[src/pkg/alu_exec_pkg.sv]
/*
  Package for the instruction execution datapath: operation codes, widths,
  flag reset values and instruction cycle timing.
  Assumes a decoder outside that presents one decoded operation at a time.
*/
`default_nettype none
package alu_exec_pkg;

  // ****************************************************************
  // Widths and timing
  // ****************************************************************
  localparam int unsigned DATA_W         = 8;
  localparam int unsigned PC_W           = 13;
  localparam int unsigned CLKS_PER_CYCLE = 4;   // System clocks per instruction cycle.
  localparam logic [1:0]  PHASE_LAST     = 2'h3;
  localparam logic [3:0]  BCD_LIMIT      = 4'h9;
  localparam logic [3:0]  BCD_FIX        = 4'h6;

  // ****************************************************************
  // Reset values
  // ****************************************************************
  localparam logic [7:0] WORK_RST   = 8'h00;
  localparam logic       CARRY_RST  = 1'b0;
  localparam logic       ZERO_RST   = 1'b0;
  localparam logic       PWRDN_RST  = 1'b0;
  localparam logic       TMOUT_RST  = 1'b0;
  localparam logic       GIE_RST    = 1'b0;
  localparam logic [12:0] PC_RST    = 13'h0000;

  // ****************************************************************
  // Decoded operations
  // ****************************************************************
  typedef enum logic [4:0] {
    OP_IDLE          = 5'b00000,
    OP_INVERT_ACC    = 5'b00001,
    OP_BCD_ADJUST    = 5'b00010,
    OP_INC_MEM       = 5'b00011,
    OP_DEC_MEM       = 5'b00100,
    OP_INC_ACC       = 5'b00101,
    OP_DEC_ACC       = 5'b00110,
    OP_SLEEP         = 5'b00111,
    OP_JUMP          = 5'b01000,
    OP_MOV_M_TO_A    = 5'b01001,
    OP_MOV_X_TO_A    = 5'b01010,
    OP_MOV_A_TO_M    = 5'b01011,
    OP_OR_M_ACC      = 5'b01100,
    OP_OR_X_ACC      = 5'b01101,
    OP_OR_TO_MEM     = 5'b01110,
    OP_SUB_EXIT      = 5'b01111,
    OP_SUB_EXIT_VAL  = 5'b10000,
    OP_INT_EXIT      = 5'b10001,
    OP_ROT_L_MEM     = 5'b10010,
    OP_ROT_L_ACC     = 5'b10011,
    OP_ROT_LC_MEM    = 5'b10100,
    OP_ROT_LC_ACC    = 5'b10101,
    OP_ROT_R_MEM     = 5'b10110
  } exec_op_t;

  typedef enum logic [1:0] {
    ST_RUN    = 2'b00,
    ST_EXTRA  = 2'b01,
    ST_ASLEEP = 2'b10
  } exec_state_t;

endpackage : alu_exec_pkg
`default_nettype wire

[src/alu_exec.sv]
/*
  Execution datapath for one slice of an 8-bit core's instruction set.
  Holds the work register, carry, zero, power-down, watchdog time-out and
  global interrupt enable, plus the program counter. Each instruction is
  taken at the end of an instruction cycle of four system clocks.
  Assumes: the decoder holds op, operand and immediate stable while
  op_valid is high and watches op_ready; memory read data is already valid;
  the stack supplies stack_top combinationally.
*/
// Local design decisions: the plain strobed memory write port.
//
// Contract
// - Invert-to-acc puts inverted memory byte in work register, changes zero only.
// - BCD low nibble: above 9 or half carry adds 6, internal carry is not-half.
// - BCD high nibble: plus internal carry above 9 or carry adds 6, sets carry.
// - BCD result goes to memory; carry is the only flag touched.
// - Memory increment/decrement modulo 256 written back, zero flag only.
// - Acc-destination increment/decrement leaves memory, writes work register, zero only.
// - Sleep stops execution, advances PC by one, gates clock, keeps all state.
// - Sleep clears watchdog and prescaler, sets power-down, clears time-out.
// - Jump loads PC with instruction address, no flag changes.
// - Moves copy memory or immediate to acc, or acc to memory, no flags.
// - Idle only advances PC by one.
// - OR forms acc OR operand into acc or memory, zero flag only.
// - Subroutine exit pops PC, takes two instruction cycles, no flags.
// - Return-with-value pops PC and loads immediate into acc, no flags.
// - Interrupt exit pops PC and sets global interrupt enable.
// - Left rotate wraps bit 7 into bit 0, to memory or acc, no flags.
// - Left rotate through carry moves bit 7 to carry, old carry to bit 0.
// - Right rotate wraps bit 0 into bit 7, written back to memory.
// - Instruction cycle is four clocks; PC loads add one extra cycle.
`timescale 1ns/10ps
`default_nettype none
module alu_exec #(
  parameter int unsigned PC_WIDTH = alu_exec_pkg::PC_W
) (
  input  wire logic                       clk_sys,
  input  wire logic                       rst_b,
  input  wire logic                       clk_en,
  input  wire logic                       op_valid,
  input  wire alu_exec_pkg::exec_op_t     op_code,
  input  wire logic [7:0]                 mem_rdata,
  input  wire logic [7:0]                 imm_data,
  input  wire logic [PC_WIDTH-1:0]        jump_addr,
  input  wire logic [PC_WIDTH-1:0]        stack_top,
  input  wire logic                       wake,
  output logic                            op_ready,
  output logic                            mem_we,
  output logic [7:0]                      mem_wdata,
  output logic                            stack_pop,
  output logic                            wdt_clear,
  output logic                            sys_clk_gate,
  output logic [7:0]                      work_register,
  output logic                            carry_flag,
  output logic                            zero_flag,
  output logic                            power_down_flag,
  output logic                            watchdog_timeout_flag,
  output logic                            global_interrupt_enable,
  output logic [PC_WIDTH-1:0]             pc
);
  import alu_exec_pkg::*;

  // ****************************************************************
  // Helpers
  // ****************************************************************

  // Decoding that only the extra-cycle timing needs; the PC update decodes jump and pops itself.
  function automatic logic loads_pc(input exec_op_t op);
    loads_pc = (op == OP_JUMP) || (op == OP_SUB_EXIT) ||
               (op == OP_SUB_EXIT_VAL) || (op == OP_INT_EXIT);
  endfunction : loads_pc

  // Only the three exits take their new PC from the stack.
  function automatic logic pops_stack(input exec_op_t op);
    pops_stack = (op == OP_SUB_EXIT) || (op == OP_SUB_EXIT_VAL) ||
                 (op == OP_INT_EXIT);
  endfunction : pops_stack

  // ****************************************************************
  // Instruction cycle sequencing
  // ****************************************************************
  exec_state_t    state_q;
  logic [1:0]     phase_q;
  logic           issue;
  logic           cycle_end;
  logic [7:0]     acc_q;
  logic           carry_q;
  logic           zero_q;
  logic           pwrdn_q;
  logic           tmout_q;
  logic           gie_q;
  logic [PC_WIDTH-1:0] pc_q;

  // An instruction cycle ends on the fourth system clock.
  assign cycle_end = (phase_q == PHASE_LAST);
  // Ready is combinational so the decoder sees it in the same cycle; op_valid
  // on its own never changes any state.
  assign op_ready  = clk_en && cycle_end && (state_q == ST_RUN);
  assign issue     = op_ready && op_valid;

  // Phase counter runs free so instruction cycles stay aligned to four clocks.
  // It stops while asleep, so waking resumes at the start of a cycle.
  always_ff @(posedge clk_sys) begin
    if (!rst_b) begin
      phase_q <= 2'h0;
    end else if (clk_en && (state_q != ST_ASLEEP)) begin
      phase_q <= phase_q + 2'h1;
    end
  end

  // The extra cycle after a PC load models the refetch of the discarded word.
  always_ff @(posedge clk_sys) begin
    if (!rst_b) begin
      state_q <= ST_RUN;
    end else if (clk_en) begin
      unique case (state_q)
        ST_RUN: begin
          // Sleep needs no extra cycle: the PC has already stepped past it.
          if (issue && op_code == OP_SLEEP) begin
            state_q <= ST_ASLEEP;
          end else if (issue && loads_pc(op_code)) begin
            state_q <= ST_EXTRA;
          end
        end
        // The discarded word occupies one whole instruction cycle.
        ST_EXTRA: begin
          if (cycle_end) begin
            state_q <= ST_RUN;
          end
        end
        // Wake is a level; the phase counter restarts from zero on leaving.
        ST_ASLEEP: begin
          if (wake) begin
            state_q <= ST_RUN;
          end
        end
        default: state_q <= ST_RUN;
      endcase
    end
  end

  // ****************************************************************
  // Datapath results
  // ****************************************************************
  logic [7:0] inc_val;
  logic [7:0] dec_val;
  logic [7:0] or_mem;
  logic [7:0] or_imm;
  logic [4:0] lo_sum;
  logic       lo_adj;
  logic       lo_carry;
  logic [3:0] lo_res;
  logic [4:0] hi_base;
  logic       hi_adj;
  logic [3:0] hi_res;
  logic       half_carry_flag;

  // Half carry is kept by the arithmetic group outside; this slice never sets it.
  assign half_carry_flag = 1'b0;
  // BCD adjust therefore relies on the low nibble alone to decide its low-nibble fix-up.

  // Results of the simple operations, shared by the memory and register paths.
  // Both wrap modulo 256, which the eight-bit sum gives for free.
  assign inc_val = mem_rdata + 8'h01;
  assign dec_val = mem_rdata - 8'h01;
  assign or_mem  = acc_q | mem_rdata;
  assign or_imm  = acc_q | imm_data;

  // Low nibble adjust and the internal carry that feeds the high nibble.
  always_comb begin
    lo_adj = (acc_q[3:0] > BCD_LIMIT) || half_carry_flag;
    lo_sum = {1'b0, acc_q[3:0]} + (lo_adj ? {1'b0, BCD_FIX} : 5'h00);
    lo_res = lo_sum[3:0];
    lo_carry = lo_adj ? ~half_carry_flag : 1'b0;
  end

  // High nibble adjust; BCD adjust only ever sets carry here, never clears it.
  always_comb begin
    hi_base = {1'b0, acc_q[7:4]} + {4'h0, lo_carry};
    hi_adj  = (hi_base > {1'b0, BCD_LIMIT}) || carry_q;
    hi_res  = hi_adj ? (hi_base[3:0] + BCD_FIX) : hi_base[3:0];
  end

  // ****************************************************************
  // Memory write port
  // ****************************************************************

  // Write data is registered so memory sees a stable value for a whole cycle.
  // Only memory-destination operations raise the strobe; the rest keep the
  // last write data, which memory ignores while the strobe is low.
  always_ff @(posedge clk_sys) begin
    if (!rst_b) begin
      mem_we    <= 1'b0;
      mem_wdata <= 8'h00;
    end else if (clk_en) begin
      mem_we <= 1'b0;
      if (issue) begin
        unique case (op_code)
          OP_BCD_ADJUST: begin
            mem_we    <= 1'b1;
            mem_wdata <= {hi_res, lo_res};
          end
          OP_INC_MEM: begin
            mem_we    <= 1'b1;
            mem_wdata <= inc_val;
          end
          OP_DEC_MEM: begin
            mem_we    <= 1'b1;
            mem_wdata <= dec_val;
          end
          OP_MOV_A_TO_M: begin
            mem_we    <= 1'b1;
            mem_wdata <= acc_q;
          end
          OP_OR_TO_MEM: begin
            mem_we    <= 1'b1;
            mem_wdata <= or_mem;
          end
          OP_ROT_L_MEM: begin
            mem_we    <= 1'b1;
            mem_wdata <= {mem_rdata[6:0], mem_rdata[7]};
          end
          OP_ROT_LC_MEM: begin
            mem_we    <= 1'b1;
            mem_wdata <= {mem_rdata[6:0], carry_q};
          end
          OP_ROT_R_MEM: begin
            mem_we    <= 1'b1;
            mem_wdata <= {mem_rdata[0], mem_rdata[7:1]};
          end
          default: mem_we <= 1'b0;
        endcase
      end
    end
  end

  // ****************************************************************
  // Work register and zero flag
  // ****************************************************************

  // Zero follows the value written by the operations that own it.
  // Operations outside this list, idle among them, leave register and flag.
  always_ff @(posedge clk_sys) begin
    if (!rst_b) begin
      acc_q  <= WORK_RST;
      zero_q <= ZERO_RST;
    end else if (clk_en && issue) begin
      unique case (op_code)
        OP_INVERT_ACC: begin
          acc_q  <= ~mem_rdata;
          zero_q <= (~mem_rdata == 8'h00);
        end
        OP_INC_MEM:      zero_q <= (inc_val == 8'h00);
        OP_DEC_MEM:      zero_q <= (dec_val == 8'h00);
        OP_INC_ACC: begin
          acc_q  <= inc_val;
          zero_q <= (inc_val == 8'h00);
        end
        OP_DEC_ACC: begin
          acc_q  <= dec_val;
          zero_q <= (dec_val == 8'h00);
        end
        OP_MOV_M_TO_A:   acc_q <= mem_rdata;
        OP_MOV_X_TO_A:   acc_q <= imm_data;
        OP_OR_M_ACC: begin
          acc_q  <= or_mem;
          zero_q <= (or_mem == 8'h00);
        end
        OP_OR_X_ACC: begin
          acc_q  <= or_imm;
          zero_q <= (or_imm == 8'h00);
        end
        OP_OR_TO_MEM:    zero_q <= (or_mem == 8'h00);
        OP_SUB_EXIT_VAL: acc_q <= imm_data;
        OP_ROT_L_ACC:    acc_q <= {mem_rdata[6:0], mem_rdata[7]};
        OP_ROT_LC_ACC:   acc_q <= {mem_rdata[6:0], carry_q};
        default: begin
          acc_q  <= acc_q;
          zero_q <= zero_q;
        end
      endcase
    end
  end

  // ****************************************************************
  // Carry flag
  // ****************************************************************

  // Carry moves only for BCD adjust and the rotates through carry, so a
  // rotate's old carry is still there for the next one.
  always_ff @(posedge clk_sys) begin
    if (!rst_b) begin
      carry_q <= CARRY_RST;
    end else if (clk_en && issue) begin
      if (op_code == OP_BCD_ADJUST && hi_adj) begin
        carry_q <= 1'b1;
      end else if (op_code == OP_ROT_LC_MEM || op_code == OP_ROT_LC_ACC) begin
        carry_q <= mem_rdata[7];
      end
    end
  end

  // ****************************************************************
  // Power, watchdog and interrupt state
  // ****************************************************************

  // Only sleep touches these two flags inside this slice.
  always_ff @(posedge clk_sys) begin
    if (!rst_b) begin
      pwrdn_q <= PWRDN_RST;
      tmout_q <= TMOUT_RST;
    end else if (clk_en && issue && op_code == OP_SLEEP) begin
      pwrdn_q <= 1'b1;
      tmout_q <= 1'b0;
    end
  end

  // Interrupt exit is the only way this slice raises the global enable;
  // clearing it on interrupt entry belongs to the interrupt controller.
  always_ff @(posedge clk_sys) begin
    if (!rst_b) begin
      gie_q <= GIE_RST;
    end else if (clk_en && issue && op_code == OP_INT_EXIT) begin
      gie_q <= 1'b1;
    end
  end

  // One-cycle pulses toward the watchdog and the stack.
  // The watchdog clear pulse also resets its prescaler outside this block.
  always_ff @(posedge clk_sys) begin
    if (!rst_b) begin
      wdt_clear <= 1'b0;
      stack_pop <= 1'b0;
    end else if (clk_en) begin
      wdt_clear <= issue && (op_code == OP_SLEEP);
      stack_pop <= issue && pops_stack(op_code);
    end
  end

  // ****************************************************************
  // Program counter
  // ****************************************************************

  // Popping and jumping load the PC; everything else, sleep included, steps by one.
  // The PC wraps at its width; the decoder never issues beyond the last word.
  always_ff @(posedge clk_sys) begin
    if (!rst_b) begin
      pc_q <= PC_WIDTH'(PC_RST);
    end else if (clk_en && issue) begin
      if (op_code == OP_JUMP) begin
        pc_q <= jump_addr;
      end else if (pops_stack(op_code)) begin
        pc_q <= stack_top;
      end else begin
        pc_q <= pc_q + PC_WIDTH'(1);
      end
    end
  end

  // ****************************************************************
  // Outputs
  // ****************************************************************

  // Gate drops while asleep; every register but the one-cycle pulse outputs holds its value.
  // Flags come straight from their registers so they never glitch.
  assign sys_clk_gate            = (state_q != ST_ASLEEP);
  assign work_register           = acc_q;
  assign carry_flag              = carry_q;
  assign zero_flag               = zero_q;
  assign power_down_flag         = pwrdn_q;
  assign watchdog_timeout_flag   = tmout_q;
  assign global_interrupt_enable = gie_q;
  assign pc                      = pc_q;

endmodule : alu_exec
`default_nettype wire

[config.mk]
export PLATFORM = sky130hd
export DESIGN_NAME = alu_exec
export DESIGN_NICKNAME = d
export VERILOG_FILES = /design/src/pkg/alu_exec_pkg.sv /design/src/alu_exec.sv
export SDC_FILE = /design/constraint.sdc
export NUM_CORES = 1
export LEC_CHECK = 0
export ABC_AREA = 1
export BUFFER_PORTS_ARGS = -buffer_cell sky130_fd_sc_hd__buf_2
export CAP_MARGIN = 25
export CORE_ASPECT_RATIO = 0.7
export CORE_MARGIN = 4
export CORE_UTILIZATION = 35
export DETAILED_ROUTE_END_ITERATION = 16
export GPL_ROUTABILITY_DRIVEN = 0
export SLEW_MARGIN = 20
export SYNTH_ARGS = -nofsm -noshare
export SYNTH_HDL_FRONTEND = slang
export SYNTH_SLANG_ARGS = --single-unit
[constraint.sdc]
create_clock -name clk_sys -period 2.9 [get_ports clk_sys]
set_input_delay 0.145 -clock clk_sys [delete_from_list [all_inputs] [get_ports clk_sys]]
set_output_delay 0.145 -clock clk_sys [all_outputs]
set_load 0.01 [all_outputs]
==> results by group <==
Yosys
  • Yosys reg bits: 40
  • Ys Warns: 0
  • EDFF count, synth: 0
  • Sequential share of the synthesized area: 20.73%
  • Net Count, Synth: 744
  • Synth Flop Type: dfxtp_1
  • Synthesized instance count: 681
  • Mapped Area: 0.003862 mm²
  • Ys async rst share: 0%
  • Post-synth cell types: 38
  • Syn Area/Cell: 5.672 µm²

Power
  • Sequential Power Share: 41.2%
  • Peak supply drop: ~0.28 mV
  • P_leak: between 2 and 2.5 nW
  • Pwr/cell area: between 300 and 400 mW/mm²
  • Cell Int Power: roughly 0.00095 W
  • Combinational share of power: 20.2%
  • Clock network fraction of total power: 38.6%
  • Sw Share: 30.01%
  • NetSw: around 0.00041 W

Detailed routing
  • Detail Route Antenna Nets: 0
  • Vias: about 4800
  • Post-Route WL: 14240 µm
  • Via density: 5.291
  • WL per Instance: 15.70 µm
  • TritonRoute pass-1 iters: 5
  • Number of remaining DRC errors: 0
  • Number of DRC markers in iteration 0: 553

Global routing
  • Grt ovf: 0
  • Number of global-route vias before repair: 4284
  • GRT Overall Usage: between 20% and 30%
  • First-pass GRT wire length: about 23000 µm
  • Initial antenna violation count: 0
  • Largest net degree at the start of global routing: 28

Cells and area
  • Register area: approximately 800 µm²
  • Diode count: 0
  • Layout cells sized above 1: 16.86%
  • Fin nets: 822
  • Fillcell total: 1179
  • Multi-input gate area: between 0.002 and 0.003 mm²
  • Area growth, synth to finish: 17.46%

Floorplanning
  • Starting density of the core: between 30% and 40%
  • Core area: 0.01055 mm²
  • Top Ports: ~90
  • Die X: ~130 µm
  • Row count: 31
  • Die area: ~0.013 mm²
  • Chip Height: 95.89 µm

STA
  • Setup Viol. Count Final: 0
  • Fin crit period: around 2700 ps
  • Max Fclk: 374.7 MHz
  • Hold WS: 129.2 ps
  • Slew Viols, Final: 0
  • Relative slew margins: 54.49%
  • RSZ-0062 raised after global routing: no
  • Clk_skew: between 8 and 9 ps
  • Tcrit/Tclk final: just over 90%
  • Worst slew pin tran: 681.9 ps
  • Post-Route Setup TNS: 0 ps
  • Fin. Hold Viols: 0

Clocking
  • Clk sinks: 40
  • Latest clock arrival within the worst-skew pair: around 280 ps
  • CTS tree: built
  • Hold Buf Count CTS: 0
  • CTS Buf Count: 5
  • Clk buf depth: 2
  • H-Tree Depth: 2
  • Clock-pin slew on the worst setup and hold paths: 60 ps
  • Root Driver: clkbuf_16

Setup path
  • CP dominant cell by count: nand2_1
  • R2R Setup Slk: 230 ps
  • R2R Path End: mem_wdata[7]
  • Startpoint types: flop
  • Critical R2R Launch: work_register[1]
  • Crit path cell chain: inv_1, a21oi_2, ha_1, ha_1, xnor2_1, ha_1, inv_1, or2_2, nand3_1, nand2_1, nand2_1, nand2_1, nand2_1, nand2_1, nor2_1, nor2_1
  • Required time worst endpoint: just over 3000 ps
  • Worst EP arrival: between 2000 and 3000 ps
  • Crit-path max cell delay: 430 ps
  • Slowest CP cell: dfxtp_1
  • Worst setup EP type: flop
  • Worst R2R Path Depth: 16
  • Crit path max fanout: 5
  • Critical path class: flop to flop

Min path
  • Hold Crit Class: input pin to flop
  • Hold EP: pc[8]
  • Hold Crit Depth: 3
  • Worst Min Path Start: jump_addr[8]

Placed design
  • DP HPWL: ~11000 µm
  • # port buffers: 89

Job
  • Max-cap violations: 0

Outcome
  • Status: finished clean
## power groups by stage
stage | clock network (W) | registers, W | logic, W
floorplan | 0 | 0.000573 | 0.000166
detailed placement | 0 | 0.000573 | 0.000266
global route | 0.000571 | 0.000561 | 0.000305
CTS | 0.000548 | 0.000561 | 0.000268
global placement | 0 | 0.000573 | 0.000266
finish | 0.000526 | 0.000561 | 0.000275
## worst max-delay path: cells and delay by family (launching register included)
family	cells	cell delay, ps
adder cells (fa/ha/maj)	3	620
XOR/XNOR	1	180
AND/OR/NAND/NOR	9	900
flip-flops	1	430
AO/OA/AOI/OAI	1	240
buffers and inverters	2	190
## how the worst max path moves through the flow
stage	cells after the start	slack, ps	to	startpoint
final	16	230	mem_wdata[7]	work_register[1]
after global placement	16	360	mem_wdata[7]	work_register[1]
after floorplan	16	520	mem_wdata[7]	work_register[1]
after detailed placement	16	190	mem_wdata[7]	work_register[1]
after CTS	16	180	mem_wdata[7]	work_register[1]
after global routing	16	20	mem_wdata[7]	work_register[1]
## layer usage
layer | wire (µm) | vias to the layer above | global-route usage [%]
li1 | - | 2358 | -
met1 | 6803 | 2164 | 34.08
met2 | 5614 | 257 | 31.17
met3 | 1693 | 20 | 5.747
met4 | 127 | 0 | 3.082
met5 | 0 | - | 0
## cells in the final DEF (no fill, tap or decap), types with 8 or more instances in the layout
master and n:
nor3_1 9, nand3_1 55, ha_1 10, nand2_1 199, a21oi_1 30, inv_1 76, or2_2 8, nand4_1 12
dfxtp_1 40, o211ai_1 16, buf_2 89, o21ai_0 37, nor2_1 98, xor2_1 13, nor2_2 8
## cells by family after synthesis
logic type / after synthesis / synth area share, %
simple gates: 405 / 44.87
compound gates: 104 / 15.48
buf+inv: 102 / 10.98
flops: 40 / 20.73
xor+xnor: 18 / 4.082
fa+ha+maj: 11 / 3.758
other cells: 1 / 0.09709
## cells in the mapped netlist, drive strengths merged, types with 10 or more instances
| master | count | share of area [%] |
|---|---|---|
| a21oi | 31 | 4.0 |
| o21ai | 40 | 5.3 |
| xor2 | 13 | 2.9 |
| ha | 10 | 3.2 |
| inv | 80 | 7.8 |
| dfxtp | 40 | 21 |
| clkbuf | 10 | 1.0 |
| nand2 | 203 | 20 |
| nand3 | 56 | 7.4 |
| o211ai | 16 | 3.1 |
| buf | 12 | 2.2 |
| nor2 | 108 | 11 |
| nand4 | 12 | 1.9 |
## timing repair
action | 4_1_cts | 5_1_grt
gates resized for setup | 0 | 1
buffers inserted | 0 | 0
endpoints found under the setup margin | 0 | 3
## stage by stage
stage,utilization [%],instances,area [µm²],setup slack [ps],total power (W)
final,43.00,907,4537,231.3,0.001363
after global routing,43.00,907,4537,16.08,0.001437
after CTS,42.97,907,4533,176.3,0.001376
after detailed placement,41.70,900,4399,191.6,0.0008392
after global placement,41.70,900,4399,356.3,0.0008389
after floorplan,-,681,3862,516.1,0.0007388
## cell type report
cell class,count,share of cell area [%]
repair buffers,93,10.48
well taps,148,4.082
flip-flops and latches,40,17.65
clock buffers,6,2.841
multi-input cells,539,58.22
clock inverters,1,0.1103
inverters,80,6.619
## sequential cells by signal, indices dropped and copies added, names as in the netlist
signal and count:
carry_flag 1, mem_we 1, work_register 8, global_interrupt_enable 1, phase_q 2, wdt_clear 1
power_down_flag 1, mem_wdata 8, zero_flag 1, state_q 2, stack_pop 1, pc 13
No activity file was read; power rests on OpenSTA's default activity.
